## src/include/adcmix_pkg.sv

```systemverilog
// constants and register layout of the adc-to-dac digital mix control block
package adcmix_pkg;
   localparam int CLK_MHZ = 100;
   localparam int ADDR_W = 8;
   localparam int DATA_W = 32;
   localparam int REG_W = 16;
   // register indices; byte address is four times the index
   localparam logic [5:0] REG_CTRL_IDX = 6'h00;
   localparam logic [5:0] REG_STAT_IDX = 6'h01;
   localparam logic [5:0] REG_MIX_A_IDX = 6'h0d;
   localparam logic [5:0] REG_MIX_B_IDX = 6'h0e;
   localparam logic [ADDR_W-1:0] ADDR_CTRL = {REG_CTRL_IDX, 2'b00};
   localparam logic [ADDR_W-1:0] ADDR_STAT = {REG_STAT_IDX, 2'b00};
   localparam logic [ADDR_W-1:0] ADDR_MIX_A = {REG_MIX_A_IDX, 2'b00};
   localparam logic [ADDR_W-1:0] ADDR_MIX_B = {REG_MIX_B_IDX, 2'b00};
   // mix register fields
   localparam int LEFT_MUTE_BIT = 15;
   localparam int LEFT_RES_BIT = 14;
   localparam int LEFT_ATTEN_LSB = 8;
   localparam int RIGHT_MUTE_BIT = 7;
   localparam int RIGHT_RES_BIT = 6;
   localparam int RIGHT_ATTEN_LSB = 0;
   localparam int ATTEN_W = 6;
   localparam logic [REG_W-1:0] MIX_RESET = 16'h8080;
   localparam logic [REG_W-1:0] MIX_WMASK = 16'hbfbf;
   localparam logic [ATTEN_W-1:0] ATTEN_FULL_MUTE = 6'h3f;
   // control and status fields
   localparam int CTRL_CONV_OFF_BIT = 0;
   localparam int CTRL_MASTER_BIT = 1;
   localparam logic [1:0] CTRL_RESET = 2'h0;
   localparam int STAT_LOCK_BIT = 0;
   localparam int STAT_RATE_FAULT_BIT = 1;
   // gain of one 1.5 dB step group, q15; four steps make one 6 dB shift
   localparam int MANT_FRAC = 15;
   localparam logic [15:0] MANT_0DB = 16'h8000;
   localparam logic [15:0] MANT_1P5DB = 16'h6bb3;
   localparam logic [15:0] MANT_3DB = 16'h5a9d;
   localparam logic [15:0] MANT_4P5DB = 16'h4c40;
   // frame sync divider default in clock cycles
   localparam int FRAME_DIV_DEF = 256;
   localparam int CONV_PERIOD_MIN_DEF = 1024;
endpackage
```

## src/include/adcmix_path_if.sv

```systemverilog
// signals between the register bank and one mix path
`timescale 1ns/1ps
interface adcmix_path_if;
   logic valid;
   logic signed [15:0] adc;
   logic signed [15:0] dac_in;
   logic mute;
   logic [5:0] atten;
   logic signed [15:0] mix_out;
   modport path (input valid, input adc, input dac_in, input mute, input atten, output mix_out);
   modport ctrl (output valid, output adc, output dac_in, output mute, output atten, input mix_out);
endinterface

```

## src/hw/adcmix_path.sv

```systemverilog
// one attenuated adc-into-dac mix path with saturation
`timescale 1ns/1ps
module adcmix_path
   import adcmix_pkg::*;
(
   input wire logic clk_i,
   input wire logic rst_i,
   adcmix_path_if.path p
);
   logic [15:0] mant;
   logic signed [32:0] prod;
   logic signed [32:0] scaled;
   logic signed [15:0] contrib;
   logic signed [16:0] sum;
   logic signed [15:0] mix_q;
   logic signed [15:0] next_mix;

   always_comb begin
      unique case (p.atten[1:0])
         2'h0: mant = MANT_0DB;
         2'h1: mant = MANT_1P5DB;
         2'h2: mant = MANT_3DB;
         2'h3: mant = MANT_4P5DB;
      endcase
      prod = $signed(p.adc) * $signed({1'b0, mant});
      // 6 dB per shift instead of 6.02 dB; error grows to about 0.3 dB at the deep end
      scaled = prod >>> (MANT_FRAC + int'(p.atten[5:2]));
      if (p.mute || p.atten == ATTEN_FULL_MUTE) begin
         contrib = 16'sh0000;
      end else begin
         contrib = scaled[15:0];
      end
      sum = {p.dac_in[15], p.dac_in} + {contrib[15], contrib};
      if (sum[16] != sum[15]) begin
         next_mix = sum[16] ? 16'sh8000 : 16'sh7fff;
      end else begin
         next_mix = sum[15:0];
      end
      if (!p.valid) begin
         next_mix = mix_q;
      end
   end

   always_ff @(posedge clk_i) begin
      if (rst_i) begin
         mix_q <= 16'sh0000;
      end else begin
         mix_q <= next_mix;
      end
   end

   assign p.mix_out = mix_q;

   a_mute_passes_dac: assert property (@(posedge clk_i) disable iff (rst_i)
      p.valid && p.mute |=> p.mix_out == $past(p.dac_in)) else $error("muted path altered dac input");
   a_full_mute_code: assert property (@(posedge clk_i) disable iff (rst_i)
      p.valid && p.atten == 6'h3f |=> p.mix_out == $past(p.dac_in)) else $error("code 3f did not mute");
   a_zero_atten_unity: assert property (@(posedge clk_i) disable iff (rst_i)
      p.valid && !p.mute && p.atten == 6'h00 && p.dac_in == 16'sh0000 |=> p.mix_out == $past(p.adc))
      else $error("0 dB code changed adc level");
   a_four_steps_half: assert property (@(posedge clk_i) disable iff (rst_i)
      p.valid && !p.mute && p.atten == 6'h04 && p.dac_in == 16'sh0000 |=> p.mix_out == ($past(p.adc) >>> 1))
      else $error("6 dB step wrong");
   c_path_mixing: cover property (@(posedge clk_i) disable iff (rst_i) p.valid && !p.mute && p.atten == 6'h02);
endmodule

```

## src/hw/adcmix_top.sv

```systemverilog
// adc-to-dac digital mix control register bank with wishbone slave and mix paths
// Summary of operation
// - mix register a: mutes 15,7; attenuation 13:8,5:0
// - left mute clear adds attenuated left adc
// - right mute clear adds attenuated right adc
// - mix register b same layout, second dac
// - each attenuation step adds 1.5 dB
// - attenuation code zero passes at 0 dB
// - code 3e is 93 dB, 3f mutes
// - mix register a resets to 8080
// - reset or power-down pin holds default, blocks writes
// - conversions-off bit holds default, blocks writes
// - frame rate at least the conversion rate
// - as master, frame sync not slower than conversions
// - mix register b resets 8080, acts like a
//
// Local design decision: the Wishbone register port.
`timescale 1ns/1ps
module adcmix_top
   import adcmix_pkg::*;
#(
   parameter int FRAME_DIV = FRAME_DIV_DEF,
   parameter int CONV_PERIOD_MIN = CONV_PERIOD_MIN_DEF
) (
   input wire logic clk_i,
   input wire logic rst_i,
   input wire logic wb_cyc_i,
   input wire logic wb_stb_i,
   input wire logic wb_we_i,
   input wire logic [ADDR_W-1:0] wb_adr_i,
   input wire logic [3:0] wb_sel_i,
   input wire logic [DATA_W-1:0] wb_dat_i,
   output logic [DATA_W-1:0] wb_dat_o,
   output logic wb_ack_o,
   input wire logic reset_pin_n_i,
   input wire logic power_down_n_i,
   input wire logic slot_input_i,
   output logic serial_frame_sync_o,
   input wire logic adc_valid_i,
   input wire logic [15:0] adc_left_i,
   input wire logic [15:0] adc_right_i,
   input wire logic [15:0] dac_a_left_i,
   input wire logic [15:0] dac_a_right_i,
   input wire logic [15:0] dac_b_left_i,
   input wire logic [15:0] dac_b_right_i,
   output logic dac_mix_valid_o,
   output logic [15:0] dac_a_left_o,
   output logic [15:0] dac_a_right_o,
   output logic [15:0] dac_b_left_o,
   output logic [15:0] dac_b_right_o
);
   localparam int FRAME_CNT_W = $clog2(FRAME_DIV);

   // refused at elaboration: the monitor cannot serve such a divider
   if (FRAME_DIV < 2 || FRAME_DIV > CONV_PERIOD_MIN) begin : g_bad_frame_div
      $error("frame divider must lie between 2 and the shortest conversion period");
   end

   // pin synchronisers; stage one is read only by stage two
   logic [1:0] rst_pin_sync;
   logic [1:0] pdn_sync;
   logic [2:0] slot_sync;
   logic [1:0] next_rst_pin_sync;
   logic [1:0] next_pdn_sync;
   logic [2:0] next_slot_sync;

   always_comb begin
      next_rst_pin_sync = {rst_pin_sync[0], reset_pin_n_i};
      next_pdn_sync = {pdn_sync[0], power_down_n_i};
      next_slot_sync = {slot_sync[1:0], slot_input_i};
   end

   always_ff @(posedge clk_i) begin
      if (rst_i) begin
         rst_pin_sync <= 2'h0;
         pdn_sync <= 2'h0;
         slot_sync <= 3'h0;
      end else begin
         rst_pin_sync <= next_rst_pin_sync;
         pdn_sync <= next_pdn_sync;
         slot_sync <= next_slot_sync;
      end
   end

   // register state
   logic [1:0] ctrl;
   logic [REG_W-1:0] mix_a;
   logic [REG_W-1:0] mix_b;
   logic rate_fault;
   logic ack;
   logic [DATA_W-1:0] rdata;
   logic [1:0] next_ctrl;
   logic [REG_W-1:0] next_mix_a;
   logic [REG_W-1:0] next_mix_b;
   logic next_rate_fault;
   logic next_ack;
   logic [DATA_W-1:0] next_rdata;

   logic locked;
   logic req;
   logic wr;
   logic [REG_W-1:0] lane_mask;
   logic frame_event;
   logic seen_frame;
   logic next_seen_frame;
   logic rate_miss;

   // locked while reset pin low, power-down pin low, or conversions off
   assign locked = !rst_pin_sync[1] || !pdn_sync[1] || ctrl[CTRL_CONV_OFF_BIT];
   assign req = wb_cyc_i && wb_stb_i && !ack;
   assign wr = req && wb_we_i;
   assign lane_mask = {{8{wb_sel_i[1]}}, {8{wb_sel_i[0]}}} & MIX_WMASK;

   always_comb begin
      next_ack = req;
      next_ctrl = ctrl;
      next_mix_a = mix_a;
      next_mix_b = mix_b;
      next_rdata = 32'h0000_0000;
      next_rate_fault = rate_fault;
      if (wr && wb_adr_i == ADDR_CTRL && wb_sel_i[0]) begin
         next_ctrl = wb_dat_i[1:0];
      end
      if (wr && wb_adr_i == ADDR_MIX_A) begin
         next_mix_a = (mix_a & ~lane_mask) | (wb_dat_i[REG_W-1:0] & lane_mask);
      end
      if (wr && wb_adr_i == ADDR_MIX_B) begin
         next_mix_b = (mix_b & ~lane_mask) | (wb_dat_i[REG_W-1:0] & lane_mask);
      end
      // write one clears; a miss in the same cycle wins
      if (wr && wb_adr_i == ADDR_STAT && wb_sel_i[0] && wb_dat_i[STAT_RATE_FAULT_BIT]) begin
         next_rate_fault = 1'b0;
      end
      if (rate_miss) begin
         next_rate_fault = 1'b1;
      end
      // the lock overrides any mix register write in the same cycle
      if (locked) begin
         next_mix_a = MIX_RESET;
         next_mix_b = MIX_RESET;
      end
      if (req && !wb_we_i) begin
         unique case (wb_adr_i)
            ADDR_CTRL: next_rdata = {30'h0000_0000, ctrl};
            ADDR_STAT: next_rdata = {30'h0000_0000, rate_fault, locked};
            ADDR_MIX_A: next_rdata = {16'h0000, mix_a};
            ADDR_MIX_B: next_rdata = {16'h0000, mix_b};
            default: next_rdata = 32'h0000_0000;
         endcase
      end
   end

   always_ff @(posedge clk_i) begin
      if (rst_i) begin
         ack <= 1'b0;
         ctrl <= CTRL_RESET;
         mix_a <= MIX_RESET;
         mix_b <= MIX_RESET;
         rdata <= 32'h0000_0000;
         rate_fault <= 1'b0;
      end else begin
         ack <= next_ack;
         ctrl <= next_ctrl;
         mix_a <= next_mix_a;
         mix_b <= next_mix_b;
         rdata <= next_rdata;
         rate_fault <= next_rate_fault;
      end
   end

   assign wb_ack_o = ack;
   assign wb_dat_o = rdata;

   // frame sync generator and frame-rate monitor
   logic [FRAME_CNT_W-1:0] frame_cnt;
   logic [FRAME_CNT_W-1:0] next_frame_cnt;
   logic fsync;
   logic next_fsync;
   logic mix_valid;
   logic next_mix_valid;

   localparam logic [FRAME_CNT_W-1:0] FRAME_LAST = FRAME_CNT_W'(FRAME_DIV - 1);

   always_comb begin
      next_frame_cnt = frame_cnt;
      next_fsync = 1'b0;
      if (ctrl[CTRL_MASTER_BIT]) begin
         if (frame_cnt == FRAME_LAST) begin
            next_frame_cnt = '0;
            next_fsync = 1'b1;
         end else begin
            next_frame_cnt = frame_cnt + 1'b1;
         end
      end else begin
         next_frame_cnt = '0;
      end
      next_mix_valid = adc_valid_i;
   end

   // slave frames come from the partner's slot input edges
   assign frame_event = ctrl[CTRL_MASTER_BIT] ? fsync : (slot_sync[1] && !slot_sync[2]);
   // monitor judges from conversion to conversion; only a conversion with no frame since the last one exposes a slow link
   assign rate_miss = adc_valid_i && !seen_frame && !frame_event && !locked;

   always_comb begin
      next_seen_frame = seen_frame;
      if (adc_valid_i) begin
         next_seen_frame = 1'b0;
      end
      if (frame_event) begin
         next_seen_frame = 1'b1;
      end
   end

   always_ff @(posedge clk_i) begin
      if (rst_i) begin
         frame_cnt <= '0;
         fsync <= 1'b0;
         seen_frame <= 1'b1;
         mix_valid <= 1'b0;
      end else begin
         frame_cnt <= next_frame_cnt;
         fsync <= next_fsync;
         seen_frame <= next_seen_frame;
         mix_valid <= next_mix_valid;
      end
   end

   assign serial_frame_sync_o = fsync;
   assign dac_mix_valid_o = mix_valid;

   // four mix paths: index bit 1 picks dac pair, bit 0 picks right side
   logic [15:0] dac_in_arr [4];
   logic [15:0] mix_arr [4];
   assign dac_in_arr[0] = dac_a_left_i;
   assign dac_in_arr[1] = dac_a_right_i;
   assign dac_in_arr[2] = dac_b_left_i;
   assign dac_in_arr[3] = dac_b_right_i;

   for (genvar i = 0; i < 4; i++) begin : g_path
      adcmix_path_if pif ();
      logic [REG_W-1:0] mreg;
      assign mreg = (i < 2) ? mix_a : mix_b;
      assign pif.valid = adc_valid_i;
      assign pif.adc = (i % 2 == 0) ? adc_left_i : adc_right_i;
      assign pif.dac_in = dac_in_arr[i];
      assign pif.mute = (i % 2 == 0) ? mreg[LEFT_MUTE_BIT] : mreg[RIGHT_MUTE_BIT];
      assign pif.atten = (i % 2 == 0) ? mreg[LEFT_ATTEN_LSB +: ATTEN_W] : mreg[RIGHT_ATTEN_LSB +: ATTEN_W];
      assign mix_arr[i] = pif.mix_out;
      adcmix_path adcmix_path_inst (
         .clk_i(clk_i),
         .rst_i(rst_i),
         .p(pif.path)
      );
   end

   assign dac_a_left_o = mix_arr[0];
   assign dac_a_right_o = mix_arr[1];
   assign dac_b_left_o = mix_arr[2];
   assign dac_b_right_o = mix_arr[3];

   a_reset_value_a: assert property (@(posedge clk_i)
      $past(rst_i) |-> mix_a == 16'h8080 && mix_b == 16'h8080) else $error("mix registers not 8080 after reset");
   a_lock_holds_default: assert property (@(posedge clk_i) disable iff (rst_i)
      locked |=> mix_a == 16'h8080 && mix_b == 16'h8080) else $error("locked mix register not at default");
   a_conv_off_blocks: assert property (@(posedge clk_i) disable iff (rst_i)
      ctrl[0] && wr && wb_adr_i == ADDR_MIX_A |=> mix_a == 16'h8080) else $error("write got through while off");
   a_reserved_read_zero: assert property (@(posedge clk_i) disable iff (rst_i)
      mix_a[14] == 1'b0 && mix_a[6] == 1'b0 && mix_b[14] == 1'b0 && mix_b[6] == 1'b0)
      else $error("reserved bit set");
   a_write_lands: assert property (@(posedge clk_i) disable iff (rst_i)
      wr && !locked && wb_adr_i == ADDR_MIX_B && wb_sel_i[1:0] == 2'h3
      |=> mix_b == ($past(wb_dat_i[15:0]) & 16'hbfbf) || locked) else $error("mix b write lost");
   a_ack_single: assert property (@(posedge clk_i) disable iff (rst_i)
      wb_ack_o |=> !wb_ack_o) else $error("ack held two cycles");
   a_frame_spacing: assert property (@(posedge clk_i) disable iff (rst_i)
      fsync && ctrl[1] |=> !fsync [*2]) else $error("frame sync too dense");
   a_miss_flags: assert property (@(posedge clk_i) disable iff (rst_i)
      rate_miss |=> rate_fault) else $error("frame miss not flagged");
   c_mix_write: cover property (@(posedge clk_i) disable iff (rst_i) wr && !locked && wb_adr_i == ADDR_MIX_A);
   c_locked_write: cover property (@(posedge clk_i) disable iff (rst_i) wr && locked && wb_adr_i == ADDR_MIX_B);
   c_rate_fault: cover property (@(posedge clk_i) disable iff (rst_i) rate_miss);
endmodule

```

## config.mk

```make
export PLATFORM = sky130hd
export DESIGN_NAME = adcmix_top
export DESIGN_NICKNAME = d
export VERILOG_FILES = /design/src/include/adcmix_pkg.sv /design/src/include/adcmix_path_if.sv /design/src/hw/adcmix_path.sv /design/src/hw/adcmix_top.sv
export SDC_FILE = /design/constraint.sdc
export NUM_CORES = 2
export LEC_CHECK = 0
export BUFFER_PORTS_ARGS = -buffer_cell sky130_fd_sc_hd__buf_2
export CAP_MARGIN = 25
export CELL_PAD_IN_SITES_DETAIL_PLACEMENT = 1
export CELL_PAD_IN_SITES_GLOBAL_PLACEMENT = 2
export CORE_UTILIZATION = 36
export DETAILED_ROUTE_END_ITERATION = 12
export GPL_TIMING_DRIVEN = 0
export PLACE_DENSITY_LB_ADDON = 0.1
export SLEW_MARGIN = 20
export SYNTH_ARGS = -nofsm -noshare
export SYNTH_HDL_FRONTEND = slang
export SYNTH_SLANG_ARGS = --single-unit
```

## constraint.sdc

```tcl
create_clock -name clk_i -period 11.8 [get_ports clk_i]
set_input_delay 2.36 -clock clk_i [delete_from_list [all_inputs] [get_ports clk_i]]
set_output_delay 2.36 -clock clk_i [all_outputs]
set_load 0.01 [all_outputs]
```

-- Word level (Yosys, flattened, before mapping)
Index checks and enable logic that the tools add are counted.
- register bits: 150
- output and inout port bits: 99
- word-level logic and storage cells: 127
- add/sub/neg operators: 9
- $mul: 4
- eq/ne operators: 24
- shifts and indexed selects: 4
- muxes and demuxes: 21
- bitwise gates (word level): 8
- reduce and logical (&&, ||, !) cells: 40
- operators with widths (operator ; count):
    $pmux 16 s4 ; 5
    $mux 16 ; 12
    $mul 16x17->33 ; 4
    $sshr 33x32->16 ; 4
    $add 16x16->17 ; 4
    $and 16x16->16 ; 3
    $or 16x16->16 ; 2
    $eq 6x6->1 const B ; 4
    $add 4x4->5 const A ; 4
    $eq 2x2->1 const B ; 8
    $eq 8x6->1 const B ; 2
    $not 16->16 ; 1
    $logic_and 1x1->1 ; 15
    $add 8x1->8 const B ; 1
    $eq 2x1->1 const B ; 4
    $eq 8x3->1 const B ; 1
    $eq 8x8->1 const B ; 1
    $logic_not 1->1 ; 8
    $logic_not 2->1 ; 4
    $logic_not 8->1 ; 1
    $reduce_or 2->1 ; 4
    $logic_or 1x1->1 ; 6
    $mux 1 ; 4
    $ne 1x1->1 ; 4
    other kinds (3) ; 4

-- Logic depth before layout (Yosys ltp)
- depth after elaboration: 8
- depth in mapped cells: 46

-- By module
From an unflattened synthesis, not the netlist that was laid out.
- cells, all modules: 6223
- area, all modules: 51555.7 µm²
- by module, submodules not included (module ; times used ; cells an instance ; area an instance (µm²) ; seq. area each (µm²)):
    adcmix_path (g_path[2].adcmix_path_inst) ; 1 ; 1544 ; 12522.0 ; 320.3
    adcmix_path (g_path[3].adcmix_path_inst) ; 1 ; 1507 ; 12249.2 ; 320.3
    adcmix_path (g_path[0].adcmix_path_inst) ; 1 ; 1482 ; 12141.6 ; 320.3
    adcmix_path (g_path[1].adcmix_path_inst) ; 1 ; 1418 ; 11991.5 ; 320.3
    adcmix_top ; 1 ; 272 ; 2651.3 ; 1281.2

-- Least setup slack after synthesis
No wires, ideal clock.
- path type: input -> register
- start: input adc_right_i[8]
- end: register g_path[1].adcmix_path_inst.mix_q[3]
- setup time: 0.086 ns
- arrival: 11.531 ns
- slack: 0.183 ns
- stages on the path: 39
- path buffers: 3
- cell sequence: clkbuf_1 -> nand2_1 -> fa_1 -> inv_1 -> fa_1 -> fa_1 -> fa_1 -> fa_1 -> inv_1 -> fa_1 -> inv_1 -> ha_1 -> clkbuf_1 -> a21oi_1 -> o21bai_1 -> a21o_1 -> a21oi_1 -> a211o_1 -> [... 3 more ...] -> a21o_1 -> or3_1 -> a41oi_1 -> ha_1 -> inv_1 -> fa_1 -> nor2b_1 -> o21ai_0 -> a21boi_0 -> o21ai_0 -> o2111ai_1 -> o211ai_1 -> o211ai_1 -> and2_1 -> o22ai_1 -> buf_2 -> maj3_1 -> a211oi_1
- word-level cells in the longest chain between the ends: 6
- RTL lines (what ; RTL line ; text):
    start: declaration ; adcmix_top.sv:41 ; input wire logic [15:0] adc_right_i,
    $mul 16x17->33 (*) ; adcmix_path.sv:25 ; prod = $signed(p.adc) * $signed({1'b0, mant});
    $sshr 33x32->16 (*) ; adcmix_path.sv:27 ; scaled = prod >>> (MANT_FRAC + int'(p.atten[5:2]));
    $mux 16 (*) ; adcmix_path.sv:28 ; if (p.mute || p.atten == ATTEN_FULL_MUTE) begin
    $add 16x16->17 (*) ; adcmix_path.sv:33 ; sum = {p.dac_in[15], p.dac_in} + {contrib[15], contrib};
    $mux 16 or $ne 1x1->1 (tied branches) ; adcmix_path.sv:35, adcmix_path.sv:34 ;
    $mux 16 (*) ; adcmix_path.sv:34 ; if (sum[16] != sum[15]) begin
    end signal: assignment ; adcmix_path.sv:48 ; mix_q <= next_mix;
    end: declaration ; adcmix_path.sv:15 ; logic signed [15:0] mix_q;
Every way passes the cells marked *; elsewhere a longest branch is shown, timed or not.
A chain may end at the register's enable or synchronous reset.

-- Worst setup path in the final report
- start: input adc_right_i[8]
- end: register g_path[3].adcmix_path_inst.mix_q[1]
- word-level cells in the longest chain between the ends: 6
- RTL lines (what ; RTL line):
    $mul 16x17->33 (*) ; adcmix_path.sv:25
    $sshr 33x32->16 (*) ; adcmix_path.sv:27
    $mux 16 (*) ; adcmix_path.sv:28
    $add 16x16->17 (*) ; adcmix_path.sv:33
    $mux 16 or $ne 1x1->1 (tied branches) ; adcmix_path.sv:35, adcmix_path.sv:34
    $mux 16 (*) ; adcmix_path.sv:34
    end signal: assignment ; adcmix_path.sv:48
    end: declaration ; adcmix_path.sv:15
Marks and branches as above.

==> results.yml <==
place:
  port_buffers: 207
  pre_cts_ws_ps: -2480
  gp_congestion: 0.927
  place_inst: 7897
  placed_area_sq_um: 52400
  dp_hpwl_um: 152000
global_route:
  grt_overflow: 0
  grt_max_degree: 15
  grt_usage: 0.254
  antenna_found_initial: 14
  grt_pass1_wl_um: 270000
  first_global_vias: 45300
synth:
  ys_types: 97
  ys_seq_area_frac: 0.0523
  synth-async-reset-ratio: 0
  syn_area_sq_um: 49000
  ys.flop_type: "dfxtp_1"
  syn_inst: 5887
  ys_warn_count: 0
  yosysTopAreaCellShare: 0.294
  synth_edf_count: 0
  yosys_register_bits: 128
  synthTopCellsByArea: "fa_1, ha_1, inv_1, dfxtp_1, nand2_1"
  synth_top_area_cell: "fa_1"
  avgSynthCellArea_sq_um: 8.32
setup_path:
  cp-end-kind: "flop"
  critPathMaxStageDelay_ps: 530
  crit_slowest_cell: "fa_1"
  critPathLaunchType: "input port"
  worstSetupPathType: "in -> reg"
  crit_fanout: 8
  required_ps: 12190
  arrival_ps: 11860
  worst_r2r_path_depth: 40
cells_and_area:
  drive_gt1_frac: 0.129
  nets: 7733
  layout.cells.most_common: "inv_1"
  fillers: 16100
  final_cell_area_sq_um: 55700
  areaGrowthSynthToFinish_pct: 13.9
  final_cells: 8015
  final_cell_mix: "inv_1, fa_1, ha_1"
  post-route-util: 0.416
timing:
  rsz0062_at_grt: "true"
  slew_headroom: 0.338
  hold_viol: 0
  achievable-frequency_ghz: 0.0872
  fin_skew_ps: 28.8
  maxSlewViolCount: 0
  period_share: 0.972
  setup_violations: 0
  tightest_slew_ps: 985
  period_minus_slack_ps: 11470
  whs_ps: 437
  worst_slack_ps: 335
clock_network:
  cts.sinks: 128
  clk_pin_slew_ps: 60
  cts_tree: "yes"
  cts_buffers: 25
  cts_root_buf: "clkbuf_16"
  h-tree-depth: 4
  clockBufferDepth: 3
  clk_latency_ps: 490
die:
  ioPinCount: 248
  rows: 134
  initial_core_util: 0.365
  die_x_um: 371
  die_area_sq_um: 137000
  die_h_um: 371
  core_sq_um: 134000
power:
  p_leak_nw: 28.3
  peakVddDrop_v: 0.0000604
  p_per_area_nw_per_um2: 49.2
detailed_routing:
  wl_per_cell_um: 21.6
  dr.pass1.iters: 7
  routed_wl_um: 173000
  ant_nets: 0
  drc: 0
  vias: 42100
  drtIter0Drc: 2104
  viasPerCell: 5.26
min_path:
  hp-class: "reg -> reg"
  min_path_cells: 1
run:
  cap_violations: 0
outcome:
  outcome: "finished, final reports clean"
[kinds of logic after synthesis]
logic type / count (synthesis) / synth area share
buffers and inverters: 1534 / 0.119
adders and majority gates: 1405 / 0.466
and+or+nand+nor: 1363 / 0.132
AOI/OAI and AO/OA: 1056 / 0.144
xor gates and xnor gates: 228 / 0.0408
muxes: 171 / 0.0445
DFF: 128 / 0.0523
other: 2 / 0.000153
[synth_stat cells (77+ instances only)]
cell type,n
a211oi_1,110
a21o_1,86
a21oi_1,278
and2_1,144
clkbuf_1,219
dfxtp_1,128
fa_1,720
ha_1,625
inv_1,1265
mux2i_1,103
nand2_1,453
nand3_1,91
nor2_1,325
nor3_1,77
o21ai_0,163
xnor2_1,113
xor2_1,115
[power breakdown]
group | internal (W) | switching [W] | total (W)
clock network | 0.000399 | 0.000214 | 0.000613
registers | 0.000451 | 0.00000985 | 0.000461
logic | 0.000662 | 0.00101 | 0.00167
total | 0.00151 | 0.00123 | 0.00274
[final cells by class]
class,count,area (sq um),share of cell area
Multi-Input combinational cell,4257,42300,0.759
Inverter,1270,4780,0.0858
Sequential cell,128,2560,0.0460
Tap cell,1768,2210,0.0397
Timing Repair Buffer,305,1860,0.0333
Buffer,252,1320,0.0237
Clock buffer,29,641,0.0115
Clock inverter,3,40.0,0.000718
Antenna cell,3,7.51,0.000135
[per-stage QoR]
stage / total power, W / TNS [ps]
floorplan: 0.00153 / 0
global placement: 0.00197 / -119690
detailed placement: 0.00198 / -123810
CTS: 0.00266 / 0
global route: 0.00295 / -584
finish: 0.00274 / 0
[worst max-delay path: cells and delay by family]
family	cells	cell delay, ps
simple gates	8	1260
fa+ha+maj	9	3930
buf+inv	11	1010
mux	2	880
compound gates	12	2400
[repair_timing]
action / CTS / global route
buffers inserted: 32 / 62
resized for setup: 201 / 374
pin swaps: 29 / 112
endpoints found under the setup margin: 64 / 64
cloned: 0 / 1
hold buffers: 0 / 0
[worst paths after layout]
path	startpoint	slack, ps	endpoint
worst max-delay path	adc_right_i[8]	330	g_path[3].adcmix_path_inst.p.mix_out[1]$_SDFFE_PP0P_
worst min-delay path	slot_sync[0]$_SDFF_PP0_	440	slot_sync[1]$_SDFF_PP0_
worst max register to register	flop	360	g_path[3].adcmix_path_inst.p.mix_out[1]$_SDFFE_PP0P_
worst min register to register	slot_sync[0]$_SDFF_PP0_	440	slot_sync[1]$_SDFF_PP0_
[per-layer routing]
layer | vias to the layer above | global-route usage | wire length [um]
met4 | 12 | 0.0471 | 3300
met5 | - | 0 | 77
met2 | 772 | 0.426 | 82200
met3 | 151 | 0.0452 | 9450
met1 | 21400 | 0.341 | 78000
li1 | 19800 | - | -
No activity file was read; power rests on OpenSTA's default activity.
